## config.mk

```make
export PLATFORM = sky130hd
export DESIGN_NAME = ssc_top
export DESIGN_NICKNAME = d
export VERILOG_FILES = /design/src/hdl/ssc_counter.v /design/src/hdl/ssc_top.v
export VERILOG_INCLUDE_DIRS = /design/src /design/src/hdl
export SDC_FILE = /design/constraint.sdc
export NUM_CORES = 2
export LEC_CHECK = 0
export CAP_MARGIN = 5
export CORE_MARGIN = 3
export CORE_UTILIZATION = 55
export CTS_CLUSTER_SIZE = 24
export DETAILED_ROUTE_END_ITERATION = 8
export DONT_BUFFER_PORTS = 1
export PLACE_DENSITY = 0.7
export SLEW_MARGIN = 10
export SYNTH_ARGS = -nofsm -noshare
export SYNTH_HDL_FRONTEND = slang
export SYNTH_SLANG_ARGS = --single-unit
```

## constraint.sdc

```tcl
create_clock -name clk -period 10 [get_ports clk]
set_clock_uncertainty 0.1 [all_clocks]
set_input_delay 3 -clock clk [delete_from_list [all_inputs] [get_ports clk]]
set_output_delay 3 -clock clk [all_outputs]
set_load 0.005 [all_outputs]
```

## src/hdl/ssc_defines.vh

```
// constants shared by the sideband statistics counter block
`ifndef SSC_DEFINES_VH
`define SSC_DEFINES_VH

// ==========================================================
// widths
`define SSC_CNT_W 32
`define SSC_LEN_W 14
`define SSC_CNT_ZERO 32'h0000_0000
`define SSC_CNT_ONES 32'hFFFF_FFFF

// ==========================================================
// frame size bins, destination address through fcs
`define SSC_LEN_MIN 14'h0040
`define SSC_BIN0_LO 14'h0041
`define SSC_BIN0_HI 14'h007F
`define SSC_BIN1_LO 14'h0080
`define SSC_BIN1_HI 14'h00FF
`define SSC_BIN2_LO 14'h0100
`define SSC_BIN2_HI 14'h01FF
`define SSC_BIN3_LO 14'h0200
`define SSC_BIN3_HI 14'h03FF
`define SSC_BIN4_LO 14'h0400
`define SSC_BIN4_HI 14'h05F2
`define SSC_JUMBO_ABOVE 14'h05F3

// ==========================================================
// counter numbers and slots
`define SSC_LAN_FIRST 30
`define SSC_LAN_N 9
`define SSC_SB_N 7
`define SSC_SLOTS 16
`define SSC_FLAGS_N 39
`define SSC_UPPER_USED 7
`define SSC_UPPER_RSVD 25'h000_0000

// ==========================================================
// sideband command and response codes
`define SSC_CMD_CTL_STATS 8'h19
`define SSC_CMD_PT_STATS 8'h1A
`define SSC_RSP_CTL_STATS 8'h99

// ==========================================================
// response payload byte offsets
`define SSC_RSP_FIRST_OFS 6'h14
`define SSC_RSP_LAST_OFS 6'h2F
`define SSC_RSP_CKSUM_OFS 6'h30
`define SSC_RSP_BYTES 5'h1C

`endif

```

## src/hdl/ssc_counter.v

```verilog
// one 32-bit statistics counter with clear and saturation
`timescale 1ns/1ps
`default_nettype none
`include "ssc_defines.vh"

module ssc_counter (
    input wire clk,                  // 40 mhz clock
    input wire srst,                 // synchronous reset, active high
    input wire clr,                  // clear, restarting from this cycle's inc
    input wire [13:0] inc,           // amount to add this cycle
    output reg [31:0] count          // current value
);

    wire [32:0] sum;

    assign sum = {1'b0, count} + {19'h0_0000, inc};

    // ==========================================================
    // update
    always @(posedge clk) begin
        if (srst) begin
            count <= `SSC_CNT_ZERO;
        end else if (clr) begin
            // an event in the clear cycle is kept, not lost
            count <= {18'h0_0000, inc};
        end else if (sum[32]) begin
            count <= `SSC_CNT_ONES; // saturate rather than wrap
        end else begin
            count <= sum[31:0];
        end
    end

endmodule
`default_nettype wire

```

## src/hdl/ssc_top.v

```verilog
// sideband statistics counters: lan size bins, cleared bitmap, control stats
`timescale 1ns/1ps
`default_nettype none
`include "ssc_defines.vh"

module ssc_top #(
    parameter [6:0] SB_SUPPORTED = 7'h7F,   // one bit per control counter 1..7
    parameter FOLD_PFC = 1                   // fold pfc into pause events
) (
    input wire clk,                   // 40 mhz clock
    input wire srst,                  // synchronous reset, active high
    // lan transmit side
    input wire tx_done,               // frame transmitted, one-cycle pulse
    input wire [13:0] tx_len,         // frame length, da through fcs
    input wire tx_good,               // frame was good
    input wire tx_addr_pass,          // frame passed address filtering
    // lan receive side
    input wire rx_done,               // frame received, one-cycle pulse
    input wire [13:0] rx_len,         // frame length, da through fcs
    input wire rx_err_any,            // frame showed some error
    input wire rx_fcs_bad,            // frame fcs was bad
    input wire [13:0] mtu_size,       // programmed mtu size
    // flow control events, bits: rx xon, rx xoff, tx xon, tx xoff
    input wire [3:0] pause_evt,       // plain pause frame events
    input wire [3:0] pfc_evt,         // priority flow control frame events
    output reg [3:0] pause_cnt_evt,   // events for the pause counters
    // outside clears and sideband read of the lan counters
    input wire [29:0] ext_clr_lo,     // counters 0..29 cleared from outside
    input wire [8:0] ext_clr_lan,     // counters 30..38 cleared from outside
    input wire stat_rd,               // sideband read of packet stats, pulse
    input wire [3:0] lan_rd_sel,      // lan counter slot 0..8 = counter 30..38
    output reg [31:0] lan_rd_data,    // selected lan counter, one cycle later
    output reg [31:0] lower_cleared_bits, // cleared flags 0..31 at last read
    output reg [31:0] upper_cleared_bits, // cleared flags 32..38 at last read
    // sideband control packet events, one-cycle pulses
    input wire ctl_init,              // channel enters initial state
    input wire ctl_rx_cmd,            // packet accepted as a command
    input wire ctl_rx_drop,           // packet with good fcs/ethertype dropped
    input wire ctl_drop_chan,         // qualifies drop: bad channel id
    input wire ctl_drop_cksum,        // qualifies drop: bad checksum
    input wire cksum_check_en,        // channel checks command checksums
    input wire ctl_unsup,             // command answered command-unsupported
    input wire ctl_tx_resp,           // response packet sent
    input wire ctl_tx_aen,            // async event notification sent
    // control statistics request and response payload stream
    input wire sb_req,                // command received, one-cycle pulse
    input wire [7:0] sb_cmd,          // command code with sb_req
    output reg sb_busy,               // response payload in progress
    output reg [7:0] rsp_type,        // response type while streaming
    output reg rsp_valid,             // payload byte valid
    output reg [7:0] rsp_data,        // payload byte
    output reg [5:0] rsp_ofs,         // byte offset in the packet
    output reg rsp_last               // last counter byte
);

    // ==========================================================
    // helpers
    function in_range;
        input [13:0] len;
        input [13:0] lo;
        input [13:0] hi;
        begin
            in_range = (len >= lo) && (len <= hi);
        end
    endfunction

    // ==========================================================
    // state encoding
    localparam [1:0] ST_IDLE = 2'b01;
    localparam [1:0] ST_SEND = 2'b10;

    reg [1:0] state;
    reg [1:0] next_state;
    reg [4:0] byte_left;
    reg [223:0] shift;
    reg [38:0] cleared;

    wire [31:0] count_w [0:15];
    wire [13:0] inc_w [0:15];
    wire [15:0] clr_w;
    wire tx_ok;
    wire rx_ok;
    wire req_take;
    wire sb_clr;
    wire drop_counted;
    wire [1:0] rx_total_inc;
    wire [1:0] tx_total_inc;
    wire [38:0] ext_clr_all;
    wire [223:0] snap;

    // ==========================================================
    // lan counter events
    assign tx_ok = tx_done & tx_good;
    assign rx_ok = rx_done & ~rx_err_any;

    assign inc_w[0] = {13'h0000, tx_ok & in_range(tx_len, `SSC_BIN0_LO, `SSC_BIN0_HI)};
    assign inc_w[1] = {13'h0000, tx_ok & in_range(tx_len, `SSC_BIN1_LO, `SSC_BIN1_HI)};
    assign inc_w[2] = {13'h0000, tx_ok & in_range(tx_len, `SSC_BIN2_LO, `SSC_BIN2_HI)};
    assign inc_w[3] = {13'h0000, tx_ok & in_range(tx_len, `SSC_BIN3_LO, `SSC_BIN3_HI)};
    assign inc_w[4] = {13'h0000, tx_ok & in_range(tx_len, `SSC_BIN4_LO, `SSC_BIN4_HI)};
    // strictly above 1523; a 1523-byte frame lands in no transmit bin
    assign inc_w[5] = {13'h0000, tx_done & tx_addr_pass & (tx_len > `SSC_JUMBO_ABOVE)};
    assign inc_w[6] = rx_ok ? rx_len : 14'h0000;
    assign inc_w[7] = {13'h0000, rx_done & rx_err_any & (rx_len < `SSC_LEN_MIN)};
    assign inc_w[8] = {13'h0000, rx_done & rx_fcs_bad & (rx_len > mtu_size)};

    // ==========================================================
    // sideband control counter events
    // channel-id drops are left out of the drop count
    assign drop_counted = ctl_rx_drop & ~ctl_drop_chan;
    assign rx_total_inc = {1'b0, ctl_rx_cmd} + {1'b0, drop_counted};
    assign tx_total_inc = {1'b0, ctl_tx_resp} + {1'b0, ctl_tx_aen};

    assign inc_w[9] = {13'h0000, ctl_rx_cmd};
    assign inc_w[10] = {13'h0000, drop_counted};
    assign inc_w[11] = {13'h0000, ctl_unsup};
    assign inc_w[12] = {13'h0000, ctl_rx_drop & ctl_drop_cksum & cksum_check_en};
    assign inc_w[13] = {12'h000, rx_total_inc};
    assign inc_w[14] = {12'h000, tx_total_inc};
    assign inc_w[15] = {13'h0000, ctl_tx_aen};

    // ==========================================================
    // clears
    // only the 0x19 request is served here; 0x1A belongs to the pass-through block
    assign req_take = sb_req & (sb_cmd == `SSC_CMD_CTL_STATS) & state[0];
    // cleared in the same cycle as the snapshot, so no event slips between
    assign sb_clr = ctl_init | req_take;

    assign clr_w[8:0] = ext_clr_lan;
    assign clr_w[15:9] = {7{sb_clr}};

    genvar gi;
    generate
        for (gi = 0; gi < `SSC_SLOTS; gi = gi + 1) begin : g_cnt
            ssc_counter u_cnt (
                .clk(clk),
                .srst(srst),
                .clr(clr_w[gi]),
                .inc(inc_w[gi]),
                .count(count_w[gi])
            );
        end
    endgenerate

    // ==========================================================
    // response snapshot, first counter in the top byte
    generate
        for (gi = 0; gi < `SSC_SB_N; gi = gi + 1) begin : g_snap
            // unsupported slots always read as all ones
            assign snap[223 - 32 * gi -: 32] = SB_SUPPORTED[gi] ?
                count_w[9 + gi] : `SSC_CNT_ONES;
        end
    endgenerate

    // ==========================================================
    // response state machine
    always @* begin
        next_state = state;
        case (state)
            ST_IDLE: begin
                if (req_take) begin
                    next_state = ST_SEND;
                end
            end
            ST_SEND: begin
                if (byte_left == 5'h01) begin
                    next_state = ST_IDLE;
                end
            end
            default: begin
                next_state = ST_IDLE;
            end
        endcase
    end

    always @(posedge clk) begin
        if (srst) begin
            state <= ST_IDLE;
            byte_left <= 5'h00;
            shift <= {224{1'b0}};
            sb_busy <= 1'b0;
            rsp_type <= 8'h00;
            rsp_valid <= 1'b0;
            rsp_data <= 8'h00;
            rsp_ofs <= 6'h00;
            rsp_last <= 1'b0;
        end else begin
            state <= next_state;
            rsp_valid <= 1'b0;
            rsp_last <= 1'b0;
            case (state)
                ST_IDLE: begin
                    if (req_take) begin
                        shift <= snap;
                        byte_left <= `SSC_RSP_BYTES;
                        sb_busy <= 1'b1;
                        rsp_type <= `SSC_RSP_CTL_STATS;
                        rsp_ofs <= `SSC_RSP_FIRST_OFS - 6'h01;
                    end
                end
                ST_SEND: begin
                    // most significant byte first at rising offsets
                    rsp_valid <= 1'b1;
                    rsp_data <= shift[223:216];
                    shift <= {shift[215:0], 8'h00};
                    rsp_ofs <= rsp_ofs + 6'h01;
                    byte_left <= byte_left - 5'h01;
                    rsp_last <= (byte_left == 5'h01);
                    if (byte_left == 5'h01) begin
                        sb_busy <= 1'b0;
                    end
                end
                default: begin
                    sb_busy <= 1'b0;
                end
            endcase
        end
    end

    // ==========================================================
    // cleared-since-last-read flags
    assign ext_clr_all = {ext_clr_lan, ext_clr_lo};

    always @(posedge clk) begin
        if (srst) begin
            cleared <= {39{1'b0}};
            lower_cleared_bits <= 32'h0000_0000;
            upper_cleared_bits <= 32'h0000_0000;
        end else begin
            // a clear arriving with the read survives into the next read
            cleared <= (cleared & {39{~stat_rd}}) | ext_clr_all;
            if (stat_rd) begin
                lower_cleared_bits <= cleared[31:0];
                upper_cleared_bits <= {`SSC_UPPER_RSVD, cleared[38:32]};
            end
        end
    end

    // ==========================================================
    // lan counter read port
    always @(posedge clk) begin
        if (srst) begin
            lan_rd_data <= 32'h0000_0000;
        end else if (lan_rd_sel < 4'h9) begin
            lan_rd_data <= count_w[lan_rd_sel];
        end else begin
            lan_rd_data <= 32'h0000_0000;
        end
    end

    // ==========================================================
    // flow control event merge
    always @(posedge clk) begin
        if (srst) begin
            pause_cnt_evt <= 4'h0;
        end else if (FOLD_PFC != 0) begin
            pause_cnt_evt <= pause_evt | pfc_evt;
        end else begin
            pause_cnt_evt <= pause_evt;
        end
    end

endmodule
`default_nettype wire

```

-- Word-level counts from Yosys, hierarchy flattened
Index checks and enable logic that the tools add are counted.
W data, S select, Z words.
- magnitude comparators: 15
- bitwise gates (word level): 28
- mux-type cells: 49
- equal/unequal tests: 6
- reduce and logical (&&, ||, !) cells: 21
- add/subtract/negate cells: 20
- operator list (cell ; number):
    $mux W32 ; 18
    $pmux W224 S2 ; 1
    $add A32 B1 Y33 ; 13
    $mux W224 ; 1
    $bmux W32 S4 ; 1
    $add A32 B2 Y33 ; 2
    $and A39 B39 Y39 ; 1
    $or A39 B39 Y39 ; 1
    $add A32 B14 Y33 ; 1
    $mux W14 ; 2
    $reduce_or A2 Y1 ; 12
    $and A1 B1 Y1 ; 18
    $mux W1 ; 16
    $ge A14 B10 Y1 const B ; 1
    $ge A14 B11 Y1 const B ; 1
    $ge A14 B7 Y1 const B ; 1
    $ge A14 B8 Y1 const B ; 1
    $ge A14 B9 Y1 const B ; 1
    $gt A14 B11 Y1 const B ; 1
    $gt A14 B14 Y1 ; 1
    $le A14 B10 Y1 const B ; 1
    $le A14 B11 Y1 const B ; 1
    $le A14 B7 Y1 const B ; 1
    $le A14 B8 Y1 const B ; 1
    26 further kinds ; 41
- flip-flop bits (word level): 875
- input port bits: 120

-- Depth between registers and ports, before layout
- depth after elaboration: 6
- mapped depth: 14
- mapped depth without buffers: 14

-- By module
A second synthesis with hierarchy kept.
- cell total of the unflattened synthesis: 6376
- area, all modules: 54916.4 sq um
- by module, submodules not included (module ; seq. area each (sq um) ; instances ; cells an instance ; area each (sq um)):
    ssc_counter (g_cnt[0].u_cnt ...) ; 640.6 ; 15 ; 276 ; 2337.2
    ssc_top ; 7247.0 ; 1 ; 1979 ; 17703.2
    ssc_counter (g_cnt[13].u_cnt) ; 640.6 ; 1 ; 257 ; 2154.6

-- Worst setup path before layout
OpenSTA, ideal clock, no wires.
- path kind: input-to-reg
- start point: input port tx_len[12]
- end point: register g_cnt[0].u_cnt.count[21]
- cell stages on the path: 12
- setup time: 0.071 ns
- buffers on the path: 1
- arrival time: 5.762 ns
- path slack: 4.067 ns
- cell sequence: nor4_1 nand3_1 nor3_1 and4b_1 ha_1 ha_1 nand2_1 or4_1 nor4_4 nand2_1 buf_2 a21oi_1
- longest elaborated chain between the ends: 5
- elaborated cells on any way between the ends: 6
- RTL lines (element ; line ; RTL):
    start: declaration ; ssc_top.v:14 ; input wire [13:0] tx_len,
    $ge A14 B7 Y1 or $le A14 B7 Y1 (tied branches) ; ssc_top.v:63 ; in_range = (len >= lo) && (len <= hi);
    $logic_and A1 B1 Y1 * ; ssc_top.v:63 ;
    $and A1 B1 Y1 * ; ssc_top.v:96 ; assign inc_w[0] = {13'h0000, tx_ok & in_range(tx_len, `SSC_BIN0_LO, `SSC_BIN0_HI)};
    $add A32 B1 Y33 * ; ssc_counter.v:16 ; assign sum = {1'b0, count} + {19'h0_0000, inc};
    $mux W32 * ; ssc_counter.v:26 ; end else if (sum[32]) begin
    end signal: assignment ; ssc_counter.v:25 ; count <= {18'h0_0000, inc};
    end signal: assignment ; ssc_counter.v:27 ; count <= `SSC_CNT_ONES;
    end signal: assignment ; ssc_counter.v:29 ; count <= sum[31:0];
    end: declaration ; ssc_counter.v:11 ; output reg [31:0] count
Mark *: on every way between the ends. The rest lies on a longest branch, timed or not.
A chain may end at the register's enable or synchronous reset.

-- Worst setup path in the final report
- start point: input port mtu_size[1]
- end point: register g_cnt[8].u_cnt.count[0]
- longest elaborated chain between the ends: 5
- RTL lines (element ; line ; RTL):
    start: declaration ; ssc_top.v:22 ; input wire [13:0] mtu_size,
    $gt A14 B14 Y1 * ; ssc_top.v:105 ; assign inc_w[8] = {13'h0000, rx_done & rx_fcs_bad & (rx_len > mtu_size)};
    $and A1 B1 Y1 * ; ssc_top.v:105 ;
    $add A32 B1 Y33 ; ssc_counter.v:16 ;
    $mux W32 ; ssc_counter.v:26 ;
    $mux W1 * ; ssc_counter.v:23 ; end else if (clr) begin
    end signal: assignment ; ssc_counter.v:22 ; count <= `SSC_CNT_ZERO;
    end signal: assignment ; ssc_counter.v:25 ;
    end signal: assignment ; ssc_counter.v:27 ;
    end: declaration ; ssc_counter.v:11 ;
Marks and branches as above.

==> run summary <==
Final Cycle Share = 67.1%
Worst setup startpoint = mtu_size[1]
CP arrival = 7.22 ns
Routability cong. = 0.909
WL per Instance = 18.1 µm
FF-to-FF setup slack = 6.47 ns
Clock sinks = 874
Switching share of total power = 21.9%
Max Slew Vio Count = 81
Fin. Hold Viols = 0
Crit Path Category = in -> reg
Die width = 279 µm
Violated checks = max-slew violations
Yosys cell types = 71
Critical path required time = 10.51 ns
Die ar. = 77,700 µm²
RSZ-0062 raised after global routing = false
R2r startpoint = sb_busy
Clock Pin Slew Worst Setup and Hold Paths = 0.06 ns
CTS tree = yes
Worst vdd ir = 123 µV
Mean post-synth cell area = 8.34 µm²
Number of synthesized flops with an enable pin = 0
Top Ports = 245
Share of cells above drive strength 1 = 5.36%
Peak Freq = 149 MHz
1st-iter DRT viols = 3,126
Total Routing Usage GR = 25.8%
Clk pwr share = 48.6%
Crit Path Max Fanout = 26
CP Capture Type = flop
P_sw = 1.59 mW
Synth Flop Type = dfxtp_1
Vias in the first global route = 31,100
Async S/R FF share, synth = 0%
Sequential power share = 48.9%
Yosys warns = 0
DRT antenna net count = 0
Register area share after synthesis = 42.8%
TritonRoute pass-1 iters = 6
#FFs+latches synth = 874
First-pass GRT wire length = 167 mm
Relative slew margins = -6.73%
Remaining Overflow, GRT = 0
P per Cell Area = 164 nW/µm²
Largest net degree at the start of global routing = 405
Clk_lat worst skew = 0.66 ns
Hold Buf Count CTS = 0
Syn Std Cell Area = 40,900 µm²
Mapped Cells = 4,905
Final WL = 104 mm
HP Class = reg -> reg
NumNets Final = 4,892
Crit start category = input pin
Via Count = 34,400
Hold path start = shift[216]
Initial antenna violation count = 2
Combinational Power Share = 2.5%
H-tree levels = 3
Site Rows = 99
HPWL after DPL = 68.3 mm
Total of max-cap violations = 0
Port Buffer Count = 0
Setup Viol. Count Final = 0
Placed insts = 5,571
Synthesis-to-layout area growth = 7.98%
Final Critical Period = 6.71 ns
Die Y = 279 µm
Commonest non-fill, non-tap cell in the layout = dfxtp_1
Final std cells w/o fill = 5,746
Clock Tree Root = clkbuf_16
Worst-Margin Slew = 1.60 ns
Initial Utilization = 55.8%
CTS buffer count = 92
Outcome = finished with violations
Most frequent cells in the layout = dfxtp_1 (874), nand2_1 (684), nor2_1 (608)
# resized after CTS = 0
Setup bufs post-CTS = 0
Core box area = 73,300 µm²
Vias per Instance = 5.99
Leakage = 15.3 nW
Clk buf depth = 3
DRC Markers = 0
Total negative slack = 0 ns
Internal Power = 5.65 mW
cells by family (layout without fill, tap and decap cells):
| logic type | Yosys count | in the layout | synth area share, % |
|---|---|---|---|
| flip-flops | 874 | 874 | 42.8 |
| XOR/XNOR | 361 | 361 | 7.73 |
| adder cells (fa/ha/maj) | 66 | 66 | 2.07 |
| other | 1 | 39 | 0.00916 |
| AO/OA/AOI/OAI | 978 | 978 | 15.5 |
| buffers and inverters | 454 | 298 | 4.52 |
| AND/OR/NAND/NOR | 2034 | 2034 | 23.1 |
| multiplexers | 137 | 137 | 4.33 |
worst paths after layout:
kind / endpoint / depth (start not counted)
max: g_cnt[8].u_cnt.count[0] / 14
min: rsp_data[0] / 2
min reg2reg: rsp_data[0] / 2
max reg2reg: shift[192] / 5
power groups by stage:
stage               logic, mW  clock network [mW]  registers (mW)
floorplan               0.190                   0            3.60
global placement        0.177                   0            3.61
detailed placement      0.181                   0            3.62
CTS                     0.182                3.57            3.54
global route            0.204                3.72            3.54
finish                  0.184                3.51            3.54
state kept, by name, summed over array words and instances, names as in the netlist:
name	cells
byte_left	5
cleared	39
g_cnt.u_cnt.count	512
lan_rd_data	32
lower_cleared_bits	32
pause_cnt_evt	4
rsp_data	8
rsp_last	1
rsp_ofs	6
rsp_type	1
rsp_valid	1
sb_busy	1
shift	224
state	1
upper_cleared_bits	7
metrics by stage:
| step | hold WS (ns) | area [µm²] | power (mW) | util [%] | setup slack (ns) |
|---|---|---|---|---|---|
| 2_1_floorplan | 0.332 | 41000 | 3.80 | - | 4.07 |
| 3_3_place_gp | 0.341 | 41000 | 3.79 | 56.0 | 2.73 |
| 3_5_place_dp | 0.348 | 41000 | 3.80 | 56.0 | 2.72 |
| 4_1_cts | 0.356 | 44200 | 7.29 | 60.2 | 3.42 |
| 5_1_grt | 0.368 | 44200 | 7.46 | 60.2 | 2.97 |
| 6_report | 0.353 | 44200 | 7.24 | 60.3 | 3.29 |
synthesized netlist by cell type (all sizes together), types with 33 or more instances:
cell / number / area, µm²
nor3: 104 / 536
a21oi: 506 / 2530
a2111oi: 33 / 290
clkbuf: 274 / 1030
and3: 102 / 638
xnor2: 136 / 1190
xor2: 225 / 1970
ha: 63 / 788
nor2: 609 / 2290
inv: 108 / 405
and4: 53 / 464
nand4: 124 / 782
a311oi: 229 / 2010
buf: 72 / 417
nand2: 685 / 2570
a31oi: 35 / 219
dfxtp: 874 / 17500
mux2i: 105 / 1050
a211oi: 85 / 656
nand3: 213 / 1080
critical path, cell delays in order:
cell,delay (ns)
inv_1,0.02
ha_1,0.27
nor2b_1,0.13
o21ai_0,0.08
a21oi_1,0.14
o31ai_1,0.08
a221oi_1,0.91
ha_1,0.34
and4_1,0.26
nand2_1,0.14
nor4_2,0.24
nand4_1,0.96
a31oi_1,0.46
o21a_1,0.15
routing by layer:
layer / GRT usage (%) / vias to the layer above / wire, µm
li1: - / 17000 / -
met1: 36.6 / 16400 / 47600
met2: 40.6 / 883 / 47500
met3: 3.42 / 161 / 5810
met4: 8.75 / 0 / 2950
met5: 0 / - / 0
area by class of cell:
cell class	instances	area (µm²)
well taps	959	1200
repair buffers	25	225
fillers	6588	29100
clock inverters	37	498
multi-input cells	3605	21700
flip-flops and latches	874	17500
diodes	10	25.0
clock buffers	128	2620
inverters	108	405
Note: power is estimated with default switching activity, not from simulation.
